File: src/jtr_defines.svh
// Offsets, codes, field positions and reset values of the test data registers
`ifndef JTR_DEFINES_SVH
`define JTR_DEFINES_SVH
`define JTR_IR_W         4
`define JTR_OP_EXTEST    4'h0
`define JTR_OP_IDCODE    4'h1
`define JTR_OP_SAMPLE    4'h2
`define JTR_OP_PRIV_A    4'h8
`define JTR_OP_PRIV_B    4'h9
`define JTR_OP_PRIV_C    4'hA
`define JTR_OP_PRIV_D    4'hB
`define JTR_OP_TRESET    4'hC
`define JTR_OP_BYPASS    4'hF
`define JTR_IR_CAPTURE   4'h1
`define JTR_ID_W         32
`define JTR_VER_W        4
`define JTR_PART_W       16
`define JTR_MFR_W        11
`define JTR_ADDR_W       6
`define JTR_DBC_ADDR     6'h31
`define JTR_CCR_ADDR     6'h35
`define JTR_CCR_DIS_BIT  7
`define JTR_CCR_WIN      3'h4
`define JTR_DIRTY_BIT    7
`endif

File: src/jtr_pkg.sv
// Types shared by the test data register block
package jtr_pkg;
  // TAP controller state levels, one bit per state of interest
  typedef struct packed {
    logic tlr;
    logic cdr;
    logic sdr;
    logic udr;
    logic cir;
    logic sir;
    logic uir;
  } jtr_tap_t;
  // CPU I/O access
  typedef struct packed {
    logic       wr;
    logic       rd;
    logic [5:0] addr;
    logic [7:0] wdata;
  } jtr_cpu_t;
  // Core reset sequencing, one-hot
  typedef enum logic [2:0] {
    JTR_RUN  = 3'b001,
    JTR_HOLD = 3'b010,
    JTR_TOUT = 3'b100
  } jtr_rst_st_t;
endpackage

File: src/jtr_test_regs.sv
// Test data registers, port enable, debug fuse guard and debug byte channel
// Functional notes
// Codes 0x8-0xB reserved for private debug access
// Port live only with fuse set, disable clear
// Locked part refuses debug fuse until erase
// CPU write stores byte, sets dirty flag
// CPU read: low seven bits plus dirty MSB
// Debugger clears dirty flag after reading byte
// Shared address reaches channel only when enabled
// Identification is the default instruction
// EXTEST drives output latches onto pins immediately
// Controller should preload safe values before EXTEST
// SAMPLE captures pins without disturbing operation
// Reset floats every port pin output at once; EXTEST latches still drive the pins during reset
// Reset from pin low or reset instruction
// Scan works with fast test clock; the code samples tck on sys_clk, so each tck level must span a sys_clk edge
// Bypass is one stage, captures zero
// ID holds version, part and maker fields
// Reset register one holds device in reset
// Time-out after release chosen by clock fuses
// Reset register output is not latched
// Chain drives and observes pins and analog boundary
// Four-bit instruction, all shifting LSB first
// Code 0xC selects one-bit reset register
// Bypass 0xF, sample/preload 0x2 select their paths
// Private codes select one-bit path
`include "jtr_defines.svh"
module jtr_test_regs #(
  parameter int NPINS     = 8,
  parameter int ANA_W     = 2,
  parameter int TOUT_A    = 64,
  parameter int TOUT_B    = 1024,
  parameter logic [3:0]  VERSION = 4'h0,
  parameter logic [15:0] PART_NO = 16'h1234,  // arbitrary value
  parameter logic [10:0] MFR_ID  = 11'h055    // arbitrary value
) (
  // Clock and reset
  input  wire logic                  sys_clk,
  input  wire logic                  rst,
  // Test access port, from the external TAP controller
  input  wire logic                  tck,
  input  wire logic                  tdi,
  input  wire jtr_pkg::jtr_tap_t     tap_st,
  output logic                       tdo_o,
  output logic                       tdo_oe,
  // Fuses and lock bits
  input  wire logic                  test_port_enable_fuse,
  input  wire logic                  debug_enable_fuse,
  input  wire logic                  lock_bit_one,
  input  wire logic                  lock_bit_two,
  input  wire logic [0:0]            clk_opt_fuse,
  input  wire logic                  chip_erase_done,
  input  wire logic                  dbg_fuse_prog_req,
  output logic                       dbg_fuse_prog_ok,
  output logic                       dbg_fuse_refused,
  // CPU I/O port
  input  wire jtr_pkg::jtr_cpu_t     cpu_req,
  input  wire logic [7:0]            std_io_rdata,
  output logic [7:0]                 cpu_rdata,
  output logic                       std_io_wr,
  output logic                       std_io_rd,
  // Debugger side of the byte channel
  input  wire logic                  dbg_access_en,
  input  wire logic                  dbg_dirty_clr_tgl,
  output logic [7:0]                 debug_byte_channel,
  output logic                       debug_dirty_flag,
  // Pins, analog boundary and core reset
  input  wire logic                  ext_rst_n,
  input  wire logic [NPINS-1:0]      pin_in,
  input  wire logic [NPINS-1:0]      sys_out,
  input  wire logic [NPINS-1:0]      sys_oe,
  input  wire logic [ANA_W-1:0]      ana_in,
  input  wire logic [ANA_W-1:0]      sys_ana_ctl,
  output logic [NPINS-1:0]           pad_out,
  output logic [NPINS-1:0]           pad_oe,
  output logic [ANA_W-1:0]           ana_ctl,
  output logic                       core_rst
);
  import jtr_pkg::*;

  localparam int BS_W = 2 * NPINS + 2 * ANA_W;
  localparam int SW   = 12 + NPINS + ANA_W;

  // Synchroniser: tck, tdi, tap states, access enable, clear toggle, reset pin, pins
  logic [SW-1:0] s1_ff;
  logic [SW-1:0] s2_ff;
  always_ff @(posedge sys_clk or posedge rst) begin
    if (rst) begin
      s1_ff <= '0;
      s2_ff <= '0;
    end else begin
      s1_ff <= {ana_in, pin_in, ext_rst_n, dbg_dirty_clr_tgl, dbg_access_en, tap_st, tdi, tck};
      s2_ff <= s1_ff;
    end
  end

  logic             tck_s;
  logic             tdi_s;
  jtr_tap_t         st_s;
  logic             acc_en_s;
  logic             clr_s;
  logic             ext_rst_n_s;
  logic [NPINS-1:0] pin_s;
  logic [ANA_W-1:0] ana_s;
  assign {ana_s, pin_s, ext_rst_n_s, clr_s, acc_en_s, st_s, tdi_s, tck_s} = s2_ff;

  // Edge finders on the synchronised test clock and clear toggle
  logic tck_d_ff;
  logic clr_d_ff;
  always_ff @(posedge sys_clk or posedge rst) begin
    if (rst) begin
      tck_d_ff <= 1'b0;
      clr_d_ff <= 1'b0;
    end else begin
      tck_d_ff <= tck_s;
      clr_d_ff <= clr_s;
    end
  end
  wire tck_rise = tck_s & ~tck_d_ff;
  wire tck_fall = ~tck_s & tck_d_ff;

  // Timed write of the port-disable bit: same value twice within the window
  logic       test_port_disable_bit_ff;
  logic       pend_val_ff;
  logic [2:0] pend_cnt_ff;
  wire ccr_wr = cpu_req.wr & (cpu_req.addr == `JTR_CCR_ADDR);
  wire new_dis = cpu_req.wdata[`JTR_CCR_DIS_BIT];
  always_ff @(posedge sys_clk or posedge rst) begin
    if (rst) begin
      test_port_disable_bit_ff <= 1'b0;
      pend_val_ff              <= 1'b0;
      pend_cnt_ff              <= 3'h0;
    end else if (ccr_wr && pend_cnt_ff != 3'h0 && new_dis == pend_val_ff) begin
      test_port_disable_bit_ff <= new_dis;
      pend_cnt_ff              <= 3'h0;
    end else if (ccr_wr) begin
      pend_val_ff <= new_dis;
      pend_cnt_ff <= `JTR_CCR_WIN;
    end else if (pend_cnt_ff != 3'h0) begin
      pend_cnt_ff <= pend_cnt_ff - 3'h1;
    end
  end
  wire port_en = test_port_enable_fuse & ~test_port_disable_bit_ff;

  // Instruction decode, used for path select and pin control
  function automatic logic is_priv(input logic [3:0] op);
    is_priv = (op >= `JTR_OP_PRIV_A) && (op <= `JTR_OP_PRIV_D);
  endfunction
  function automatic logic is_bs(input logic [3:0] op);
    is_bs = (op == `JTR_OP_EXTEST) || (op == `JTR_OP_SAMPLE);
  endfunction

  // Instruction register, 4 bits, LSB first
  logic [`JTR_IR_W-1:0] ir_ff;
  logic [`JTR_IR_W-1:0] ir_sh_ff;
  always_ff @(posedge sys_clk or posedge rst) begin
    if (rst) begin
      ir_ff    <= `JTR_OP_IDCODE;
      ir_sh_ff <= `JTR_IR_CAPTURE;
    end else if (!port_en || (tck_rise && st_s.tlr)) begin
      ir_ff    <= `JTR_OP_IDCODE;
      ir_sh_ff <= `JTR_IR_CAPTURE;
    end else if (tck_rise) begin
      if (st_s.cir)
        ir_sh_ff <= `JTR_IR_CAPTURE;
      if (st_s.sir)
        ir_sh_ff <= {tdi_s, ir_sh_ff[`JTR_IR_W-1:1]};
      if (st_s.uir)
        ir_ff <= ir_sh_ff;
    end
  end

  wire sel_id   = (ir_ff == `JTR_OP_IDCODE);
  wire sel_rst  = (ir_ff == `JTR_OP_TRESET);
  wire sel_bs   = is_bs(ir_ff);
  wire sel_byp  = ~sel_id & ~sel_rst & ~sel_bs;
  wire extest   = port_en & (ir_ff == `JTR_OP_EXTEST);

  // Bypass, identification and reset data registers
  logic                 byp_ff;
  logic [`JTR_ID_W-1:0] id_sh_ff;
  logic                 rstreg_ff;
  wire [`JTR_ID_W-1:0]  id_word = {VERSION, PART_NO, MFR_ID, 1'b1};
  always_ff @(posedge sys_clk or posedge rst) begin
    if (rst) begin
      byp_ff    <= 1'b0;
      id_sh_ff  <= '0;
      rstreg_ff <= 1'b0;
    end else if (!port_en || (tck_rise && st_s.tlr)) begin
      byp_ff    <= 1'b0;
      rstreg_ff <= 1'b0;
    end else if (tck_rise) begin
      if (st_s.cdr && sel_byp)
        byp_ff <= 1'b0;
      if (st_s.sdr && sel_byp)
        byp_ff <= tdi_s;
      if (st_s.cdr && sel_id)
        id_sh_ff <= id_word;
      if (st_s.sdr && sel_id)
        id_sh_ff <= {tdi_s, id_sh_ff[`JTR_ID_W-1:1]};
      if (st_s.sdr && sel_rst)
        rstreg_ff <= tdi_s;
    end
  end

  // Boundary chain: pin data, pin control, analog in, analog control
  logic [BS_W-1:0] bs_sh_ff;
  logic [BS_W-1:0] bs_lat_ff;
  wire  [BS_W-1:0] bs_cap = {sys_ana_ctl, ana_s, sys_oe, pin_s};
  always_ff @(posedge sys_clk or posedge rst) begin
    if (rst) begin
      bs_sh_ff  <= '0;
      bs_lat_ff <= '0;
    end else if (tck_rise && port_en && sel_bs) begin
      if (st_s.cdr)
        bs_sh_ff <= bs_cap;
      if (st_s.sdr)
        bs_sh_ff <= {tdi_s, bs_sh_ff[BS_W-1:1]};
      if (st_s.udr)
        bs_lat_ff <= bs_sh_ff;
    end
  end

  // Test data out changes on the falling test clock
  always_ff @(posedge sys_clk or posedge rst) begin
    if (rst) begin
      tdo_o  <= 1'b0;
      tdo_oe <= 1'b0;
    end else if (!port_en) begin
      tdo_o  <= 1'b0;
      tdo_oe <= 1'b0;
    end else if (tck_fall) begin
      tdo_oe <= st_s.sdr | st_s.sir;
      if (st_s.sir || st_s.cir)  // Capture value must lead the instruction shift
        tdo_o <= ir_sh_ff[0];
      else if (sel_id)
        tdo_o <= id_sh_ff[0];
      else if (sel_rst)
        tdo_o <= rstreg_ff;
      else if (sel_bs)
        tdo_o <= bs_sh_ff[0];
      else
        tdo_o <= byp_ff;
    end
  end

  // Core reset sequencing; the reset register feeds this directly, no update latch
  jtr_rst_st_t rst_st_ff;
  logic [15:0] tout_ff;
  wire hold_req = ~ext_rst_n_s | (port_en & sel_rst & rstreg_ff);
  wire [15:0] tout_len = clk_opt_fuse[0] ? 16'(TOUT_B) : 16'(TOUT_A);
  always_ff @(posedge sys_clk or posedge rst) begin
    if (rst) begin
      rst_st_ff <= JTR_HOLD;
      tout_ff   <= 16'h0000;
    end else begin
      case (rst_st_ff)
        JTR_RUN: if (hold_req) begin
          rst_st_ff <= JTR_HOLD;
        end
        JTR_HOLD: if (!hold_req) begin
          rst_st_ff <= JTR_TOUT;
          tout_ff   <= tout_len;
        end
        JTR_TOUT: begin
          if (hold_req)
            rst_st_ff <= JTR_HOLD;
          else if (tout_ff <= 16'h0001)
            rst_st_ff <= JTR_RUN;
          tout_ff <= tout_ff - 16'h0001;
        end
        default: rst_st_ff <= JTR_HOLD;
      endcase
    end
  end
  always_ff @(posedge sys_clk or posedge rst) begin
    if (rst)
      core_rst <= 1'b1;
    else
      core_rst <= hold_req | (rst_st_ff != JTR_RUN);
  end

  // Pin drive: EXTEST latches first, then reset float, then system logic
  always_ff @(posedge sys_clk or posedge rst) begin
    if (rst) begin
      pad_out <= '0;
      pad_oe  <= '0;
      ana_ctl <= '0;
    end else if (extest) begin
      pad_out <= bs_lat_ff[NPINS-1:0];
      pad_oe  <= bs_lat_ff[2*NPINS-1:NPINS];
      ana_ctl <= bs_lat_ff[BS_W-1:BS_W-ANA_W];
    end else if (hold_req || core_rst) begin
      pad_out <= '0;
      pad_oe  <= '0;
      ana_ctl <= '0;
    end else begin
      pad_out <= sys_out;
      pad_oe  <= sys_oe;
      ana_ctl <= sys_ana_ctl;
    end
  end

  // Debug fuse guard: lock bits block programming until an erase is seen
  logic erased_ff;
  wire  locked = (lock_bit_one | lock_bit_two) & ~erased_ff;
  always_ff @(posedge sys_clk or posedge rst) begin
    if (rst) begin
      erased_ff        <= 1'b0;
      dbg_fuse_prog_ok <= 1'b0;
      dbg_fuse_refused <= 1'b0;
    end else begin
      if (chip_erase_done)
        erased_ff <= 1'b1;
      dbg_fuse_prog_ok <= dbg_fuse_prog_req & ~locked;
      dbg_fuse_refused <= dbg_fuse_prog_req & locked;
    end
  end

  // Byte channel; a write in the clear cycle keeps the flag set
  wire dbc_hit = (cpu_req.addr == `JTR_DBC_ADDR);
  wire dbc_sel = dbc_hit & debug_enable_fuse & acc_en_s;
  wire clr_evt = clr_s ^ clr_d_ff;
  always_ff @(posedge sys_clk or posedge rst) begin
    if (rst) begin
      debug_byte_channel <= 8'h00;
      debug_dirty_flag   <= 1'b0;
    end else begin
      if (cpu_req.wr && dbc_sel) begin
        debug_byte_channel <= cpu_req.wdata;
        debug_dirty_flag   <= 1'b1;
      end else if (clr_evt) begin
        debug_dirty_flag <= 1'b0;
      end
    end
  end

  // CPU read data and forwarding to the standard location
  always_ff @(posedge sys_clk or posedge rst) begin
    if (rst) begin
      cpu_rdata <= 8'h00;
      std_io_wr <= 1'b0;
      std_io_rd <= 1'b0;
    end else begin
      std_io_wr <= cpu_req.wr & dbc_hit & ~dbc_sel;
      std_io_rd <= cpu_req.rd & dbc_hit & ~dbc_sel;
      if (cpu_req.rd && dbc_sel)
        cpu_rdata <= {debug_dirty_flag, debug_byte_channel[6:0]};
      else if (cpu_req.rd && dbc_hit)
        cpu_rdata <= std_io_rdata;
      else if (cpu_req.rd && cpu_req.addr == `JTR_CCR_ADDR)
        cpu_rdata <= {test_port_disable_bit_ff, 7'h00};
      else
        cpu_rdata <= 8'h00;
    end
  end
endmodule

File: config.mk
export PLATFORM = sky130hd
export DESIGN_NAME = jtr_test_regs
export DESIGN_NICKNAME = d
export VERILOG_FILES = /design/src/jtr_pkg.sv /design/src/jtr_test_regs.sv
export VERILOG_INCLUDE_DIRS = /design/src
export SDC_FILE = /design/constraint.sdc
export NUM_CORES = 1
export LEC_CHECK = 0
export ABC_AREA = 0
export ABC_CLOCK_PERIOD_IN_PS = 7600
export BUFFER_PORTS_ARGS = -buffer_cell sky130_fd_sc_hd__buf_2
export CAP_MARGIN = 10
export CORE_MARGIN = 2
export CORE_UTILIZATION = 55
export CTS_BUF_LIST = sky130_fd_sc_hd__clkbuf_4 sky130_fd_sc_hd__clkbuf_8 sky130_fd_sc_hd__clkbuf_16
export CTS_CLUSTER_DIAMETER = 200
export DETAILED_ROUTE_END_ITERATION = 10
export GPL_TIMING_DRIVEN = 0
export PLACE_DENSITY = 0.77
export SLEW_MARGIN = 0
export SYNTH_ARGS = -nofsm -noshare
export SYNTH_HDL_FRONTEND = slang
export SYNTH_SLANG_ARGS = --single-unit
File: constraint.sdc
create_clock -name sys_clk -period 7.6 [get_ports sys_clk]
set_input_delay 0.76 -clock sys_clk [delete_from_list [all_inputs] [get_ports sys_clk]]
set_output_delay 0.76 -clock sys_clk [all_outputs]
set_load 0.005 [all_outputs]
**Word-level counts from Yosys, hierarchy flattened**

Cells that the tools add are included.

- Add/subtract/negate cells: 2
- Order comparisons: 1
- Eq/ne operators: 14
- Mux-type cells: 48
- Bitwise logic cells: 35
- Reductions and logical operators: 41

Operators by type and width:

| kind | count |
|---|---|
| 32-bit 2-to-1 mux | 2 |
| 8-bit 2-to-1 mux | 7 |
| 20-bit 2-to-1 mux | 2 |
| 16-bit one-hot mux with 2 select lines | 1 |
| 4-bit 2-to-1 mux | 7 |
| 3-bit 2-to-1 mux | 7 |
| 1-bit AND | 18 |
| 1-bit 2-to-1 mux | 17 |
| 16-bit by 1-bit <= comparator with 1-bit output, second input constant | 1 |
| 16-bit 2-to-1 mux | 1 |
| 2-bit AND reduction | 8 |
| 16-bit by 1-bit subtractor with 16-bit output, second input constant | 1 |
| 1-bit logical AND | 14 |
| 2-bit nonzero test | 7 |
| 6-bit == test, second input constant | 2 |
| 1-bit NOT | 12 |
| 3-bit nonzero test | 4 |
| 11-bit 2-to-1 mux | 1 |
| 3-bit one-hot mux with 3 select lines | 1 |
| 2-bit inequality test, second input constant | 3 |
| 3-bit AND reduction | 2 |
| 4-bit by 1-bit == test with 1-bit output, second input constant | 1 |
| 4-bit by 2-bit == test with 1-bit output, second input constant | 1 |
| 4-bit == test, second input constant | 1 |
| 13 further kinds | 20 |

- Bits in registers: 195
- Input bits: 73
- Word-level logic and storage cells: 171

**Depth between registers and ports, before layout**

- Depth in word-level cells: 9
- Gate-level depth with buffers: 6
- Mapped depth without buffers: 6

**Worst setup path after synthesis**

Ideal clock, no wire load.

- Path kind: input to register
- Start: in cpu_req[11] (netlist bit)
- End: reg pend_cnt_ff[2]
- Setup time: 83 ps
- Data arrival time: 1911 ps
- Required time: 7517 ps
- Setup slack: 5606 ps
- Stages: 4
- Buffers on the path: 0
- Cell sequence: nand4b_1 -> nor3_1 -> mux2_2 -> o21ai_0

- Longest elaborated chain between the ends: 5
- Elaborated cells between the ends (all ways): 7

RTL lines:

| element | RTL line | text |
|---|---|---|
| start: declaration | jtr_test_regs.sv:57 | `input wire jtr_pkg::jtr_cpu_t cpu_req,` |
| 6-bit == test (no source line) (*) | n/a |  |
| 1-bit AND (*) | jtr_test_regs.sv:126 | `` wire ccr_wr = cpu_req.wr & (cpu_req.addr == `JTR_CCR_ADDR); `` |
| 1-bit logical AND (2 in a row) | jtr_test_regs.sv:133 | `end else if (ccr_wr && pend_cnt_ff != 3'h0 && new_dis == pend_val_ff) begin` |
| 3-bit nonzero test (no source line) / 3-bit 2-to-1 mux (equally long branches) | n/a |  |
| end signal: assignment | jtr_test_regs.sv:138 | `` pend_cnt_ff <= `JTR_CCR_WIN; `` |
| end signal: assignment | jtr_test_regs.sv:140 | `pend_cnt_ff <= pend_cnt_ff - 3'h1;` |
| end: declaration | jtr_test_regs.sv:125 | `logic [2:0] pend_cnt_ff;` |

Mark *: on every way between the ends. The rest lies on a longest branch, timed or not.
A chain may end at the register's enable or synchronous reset.

**Final worst setup path**

- Start: reg ir_ff[2]
- End: reg bs_lat_ff[5]

- Longest elaborated chain between the ends: 4
- Elaborated cells between the ends (all ways): 5

RTL lines:

| element | RTL line | text |
|---|---|---|
| start: declaration | jtr_test_regs.sv:154 | `` logic [`JTR_IR_W-1:0] ir_ff; `` |
| start signal: assignment | jtr_test_regs.sv:158 | `` ir_ff <= `JTR_OP_IDCODE; `` |
| start signal: assignment | jtr_test_regs.sv:161 | `` ir_ff <= `JTR_OP_IDCODE; `` |
| start signal: assignment | jtr_test_regs.sv:169 | `ir_ff <= ir_sh_ff;` |
| 4-bit by 2-bit == test with 1-bit output (no source line) / 4-bit zero test (equally long branches) | n/a |  |
| 1-bit logical OR (*) | jtr_test_regs.sv:150 | `` is_bs = (op == `JTR_OP_EXTEST) \|\| (op == `JTR_OP_SAMPLE); `` |
| 1-bit logical AND (*) | jtr_test_regs.sv:214 | `end else if (tck_rise && port_en && sel_bs) begin` |
| 2-bit AND reduction (no source line) (*) | n/a |  |
| end signal: assignment | jtr_test_regs.sv:220 | `bs_lat_ff <= bs_sh_ff;` |
| end: declaration | jtr_test_regs.sv:208 | `logic [BS_W-1:0] bs_lat_ff;` |

Marked as above.

==> impl_metrics.yaml <==
outcome:
  status: "complete, no violations"
yosys:
  ys_seq_area_frac: 0.628
  ys_ff_latch: 193
  synth-async-reset-ratio: 1.00
  syn_area_um2: 7700
  synthCells: 618
  synth_nets: 695
  syn_area_per_cell_um2: 12.5
  ys_types: 63
  yosys.area.top_type: "dfrtp_1"
  synth_flop_cell: "dfrtp_1"
  yosysWarnings: 0
  synth_top_area_share: 0.614
  synth_edf_count: 0
  synth_area_leaders: "dfrtp_1 61%, mux2i_1 5.6%, mux2_2 4.1%, nand2_1 2.7%, a22o_1 2.4%"
worst_setup_path:
  r2r-end: "bs_lat_ff[5]"
  timing_worst_setup_path_type: "reg -> reg"
  cp.arrival_ns: 2.51
  crit_buf_inv: 2
  cp-start-kind: "flop"
  critical_path_depth: 5
  cpPeakStageDelay_ns: 0.49
  r2r_start: "ir_ff[2]"
  setup.worst_path.start: "ir_ff[2]"
  end_kind: "flop"
  critical_path.top_delay_family: "simple AND/OR/NAND/NOR gates"
  cp_max_fo: 10
  path_cells: "or3_1, buf_2, nor3_4, buf_8, mux2_4"
  rrSetupSlack_ns: 5.41
  worstPathRequired_ns: 7.92
  crit_path_end: "bs_lat_ff[5]"
  slowest_stage: "nor3_4"
  rr_worst_depth: 5
clock_tree:
  clkTransAtPathRegs_ns: 0.07
  numCtsBuffers: 17
  clk_latency_ns: 0.43
  cts_hold_buf: 0
  ctsResizeCount: 0
  clk_path_buf_depth: 2
  h-tree-depth: 4
  cts_sinks: 193
  cts_root_buffer: "clkbuf_16"
  cts_setup_buffers: 0
  tritoncts: "yes"
die:
  core_um2: 13800
  rows: 43
  dieArea_um2: 15000
  die_x_um: 122
  ios: 115
  start_util: 0.559
  fp.dieH_um: 122
power:
  power_density_nw_per_um2: 284
  total_power_mw: 2.60
  p_leak_nw: 4.63
  ir_drop_mv: 0.210
global_routing:
  grt_start_max_net_pins: 105
  grt_pass1_wl_mm: 26.1
  grt_antenna_before_repair: 0
  overflow: 0
  grt_pass1_vias: 5484
  grtUsageTotal: 0.225
place:
  hpwl_mm: 10.3
  gp_congestion: 0.893
  io_buffers: 114
  placed_cell_area_um2: 8530
finish:
  final_cell_area_um2: 9150
  drive_gt1_frac: 0.285
  final_nets: 829
  area_growth_syn_to_layout_pct: 18.8
  final_core_util: 0.665
  antennaDiodeCount: 0
route:
  drtIter0Drc: 349
  vias_per_cell: 5.41
  wl_mm: 15.7
  drc: 0
  ant_nets: 0
  vias: 5117
  firstDrtPassIters: 4
  wl_per_cell_um: 16.6
timing:
  period_needed_ns: 2.19
  skew_ns: 0.00821
  final_max_slew_viol_count: 0
  setup_viol: 0
  rsz0062_at_grt: "no"
  hold_viol: 0
  slew_headroom: 0.497
  fmax_mhz: 456
  worst_pin_slew_ns: 0.755
  min_period_over_period: 0.288
hold_path:
  hold_path_class: "reg -> reg"
flow_run:
  maxCapViolations: 0
[where the power goes]
group / leakage [nW] / switching, mW / total [mW] / internal, mW
clock: 0.312 / 0.370 / 0.926 / 0.556
combinational: 1.88 / 0.227 / 0.407 / 0.181
sequential: 2.44 / 0.103 / 1.27 / 1.16
[logic make-up (layout without fill, tap and decap cells)]
group           Yosys count  in the layout  synth area share
flops                   193            193             0.628
simple gates            173            173             0.119
compound gates           98             98            0.0848
mux                      81             81             0.116
buf+inv                  57            204            0.0323
xor+xnor                 12             12            0.0136
fa+ha+maj                 4              4           0.00650
[state kept, by name, indices dropped and copies added (netlist names), 2 cells and up]
| name | count |
|---|---|
| id_sh_ff | 32 |
| s1_ff | 22 |
| s2_ff | 22 |
| bs_sh_ff | 20 |
| bs_lat_ff | 18 |
| tout_ff | 16 |
| cpu_rdata | 8 |
| debug_byte_channel | 8 |
| pad_oe | 8 |
| pad_out | 8 |
| ir_ff | 4 |
| ir_sh_ff | 4 |
| pend_cnt_ff | 3 |
| rst_st_ff | 3 |
| ana_ctl | 2 |
[cell type report]
class / count / area [um2]
well taps: 180 / 225
inverters: 33 / 131
fillers: 1061 / 4620
clock buffers: 23 / 489
flip-flops and latches: 193 / 4830
multi-input cells: 368 / 2620
repair buffers: 115 / 598
plain buffers: 24 / 125
clock inverters: 9 / 131
[metal layers]
layer	part of all wire	GRT usage	vias to the layer above
met5	0	0	-
met4	0.015	0.0754	0
met3	0.042	0.0590	21
met2	0.52	0.383	110
met1	0.42	0.280	2582
li1	-	-	2404
[worst min path at each step]
stage / startpoint / endpoint / slack (ns) / cells after the start
after floorplan: s1_ff[0] / s2_ff[0] / 0.33 / 0
after detailed placement: s1_ff[13] / s2_ff[13] / 0.34 / 0
after global routing: s1_ff[4] / s2_ff[4] / 0.36 / 0
after CTS: s1_ff[13] / s2_ff[13] / 0.35 / 0
after global placement: s1_ff[16] / s2_ff[16] / 0.33 / 0
final: s1_ff[13] / s2_ff[13] / 0.35 / 0
[cell usage after synthesis (all sizes together), types with 3 or more instances]
cell type and count:
dfrtp 189, nand2 56, nor2 47, mux2i 43, mux2 38, a21oi 35, inv 33, a22o 21
buf 15, o21ai 15, nor3 11, nand2b 10, clkbuf 9, nor2b 6, xnor2 6, xor2 6
nand3 5, nor4 5, or3 5, and3 4, dfstp 4, ha 4, or4 4, a211oi 3
a32oi 3, and2 3, nand4b 3
[layout by cell type (no fill, tap or decap), types with 8 or more instances in the layout]
| cell type | n |
|---|---|
| dfrtp_1 | 189 |
| buf_2 | 127 |
| nand2_1 | 56 |
| nor2_1 | 47 |
| mux2i_1 | 43 |
| a21oi_1 | 35 |
| inv_1 | 32 |
| mux2_2 | 28 |
| a22o_1 | 21 |
| clkbuf_16 | 17 |
| o21ai_0 | 13 |
| nand2b_1 | 10 |
| mux2_4 | 10 |
| clkbuf_1 | 9 |
| nor3_1 | 8 |
[stage by stage]
step           TNS, ns  setup WS, ns  std cells  hold WS (ns)
2_1_floorplan        0          1.59        618         0.331
3_3_place_gp    -10.48       -0.0657        912         0.333
3_5_place_dp         0          5.28        913         0.336
4_1_cts              0          5.40        945         0.351
5_1_grt              0          5.33        945         0.356
6_report             0          5.41        945         0.347
Note: power is estimated with default switching activity, not from simulation.
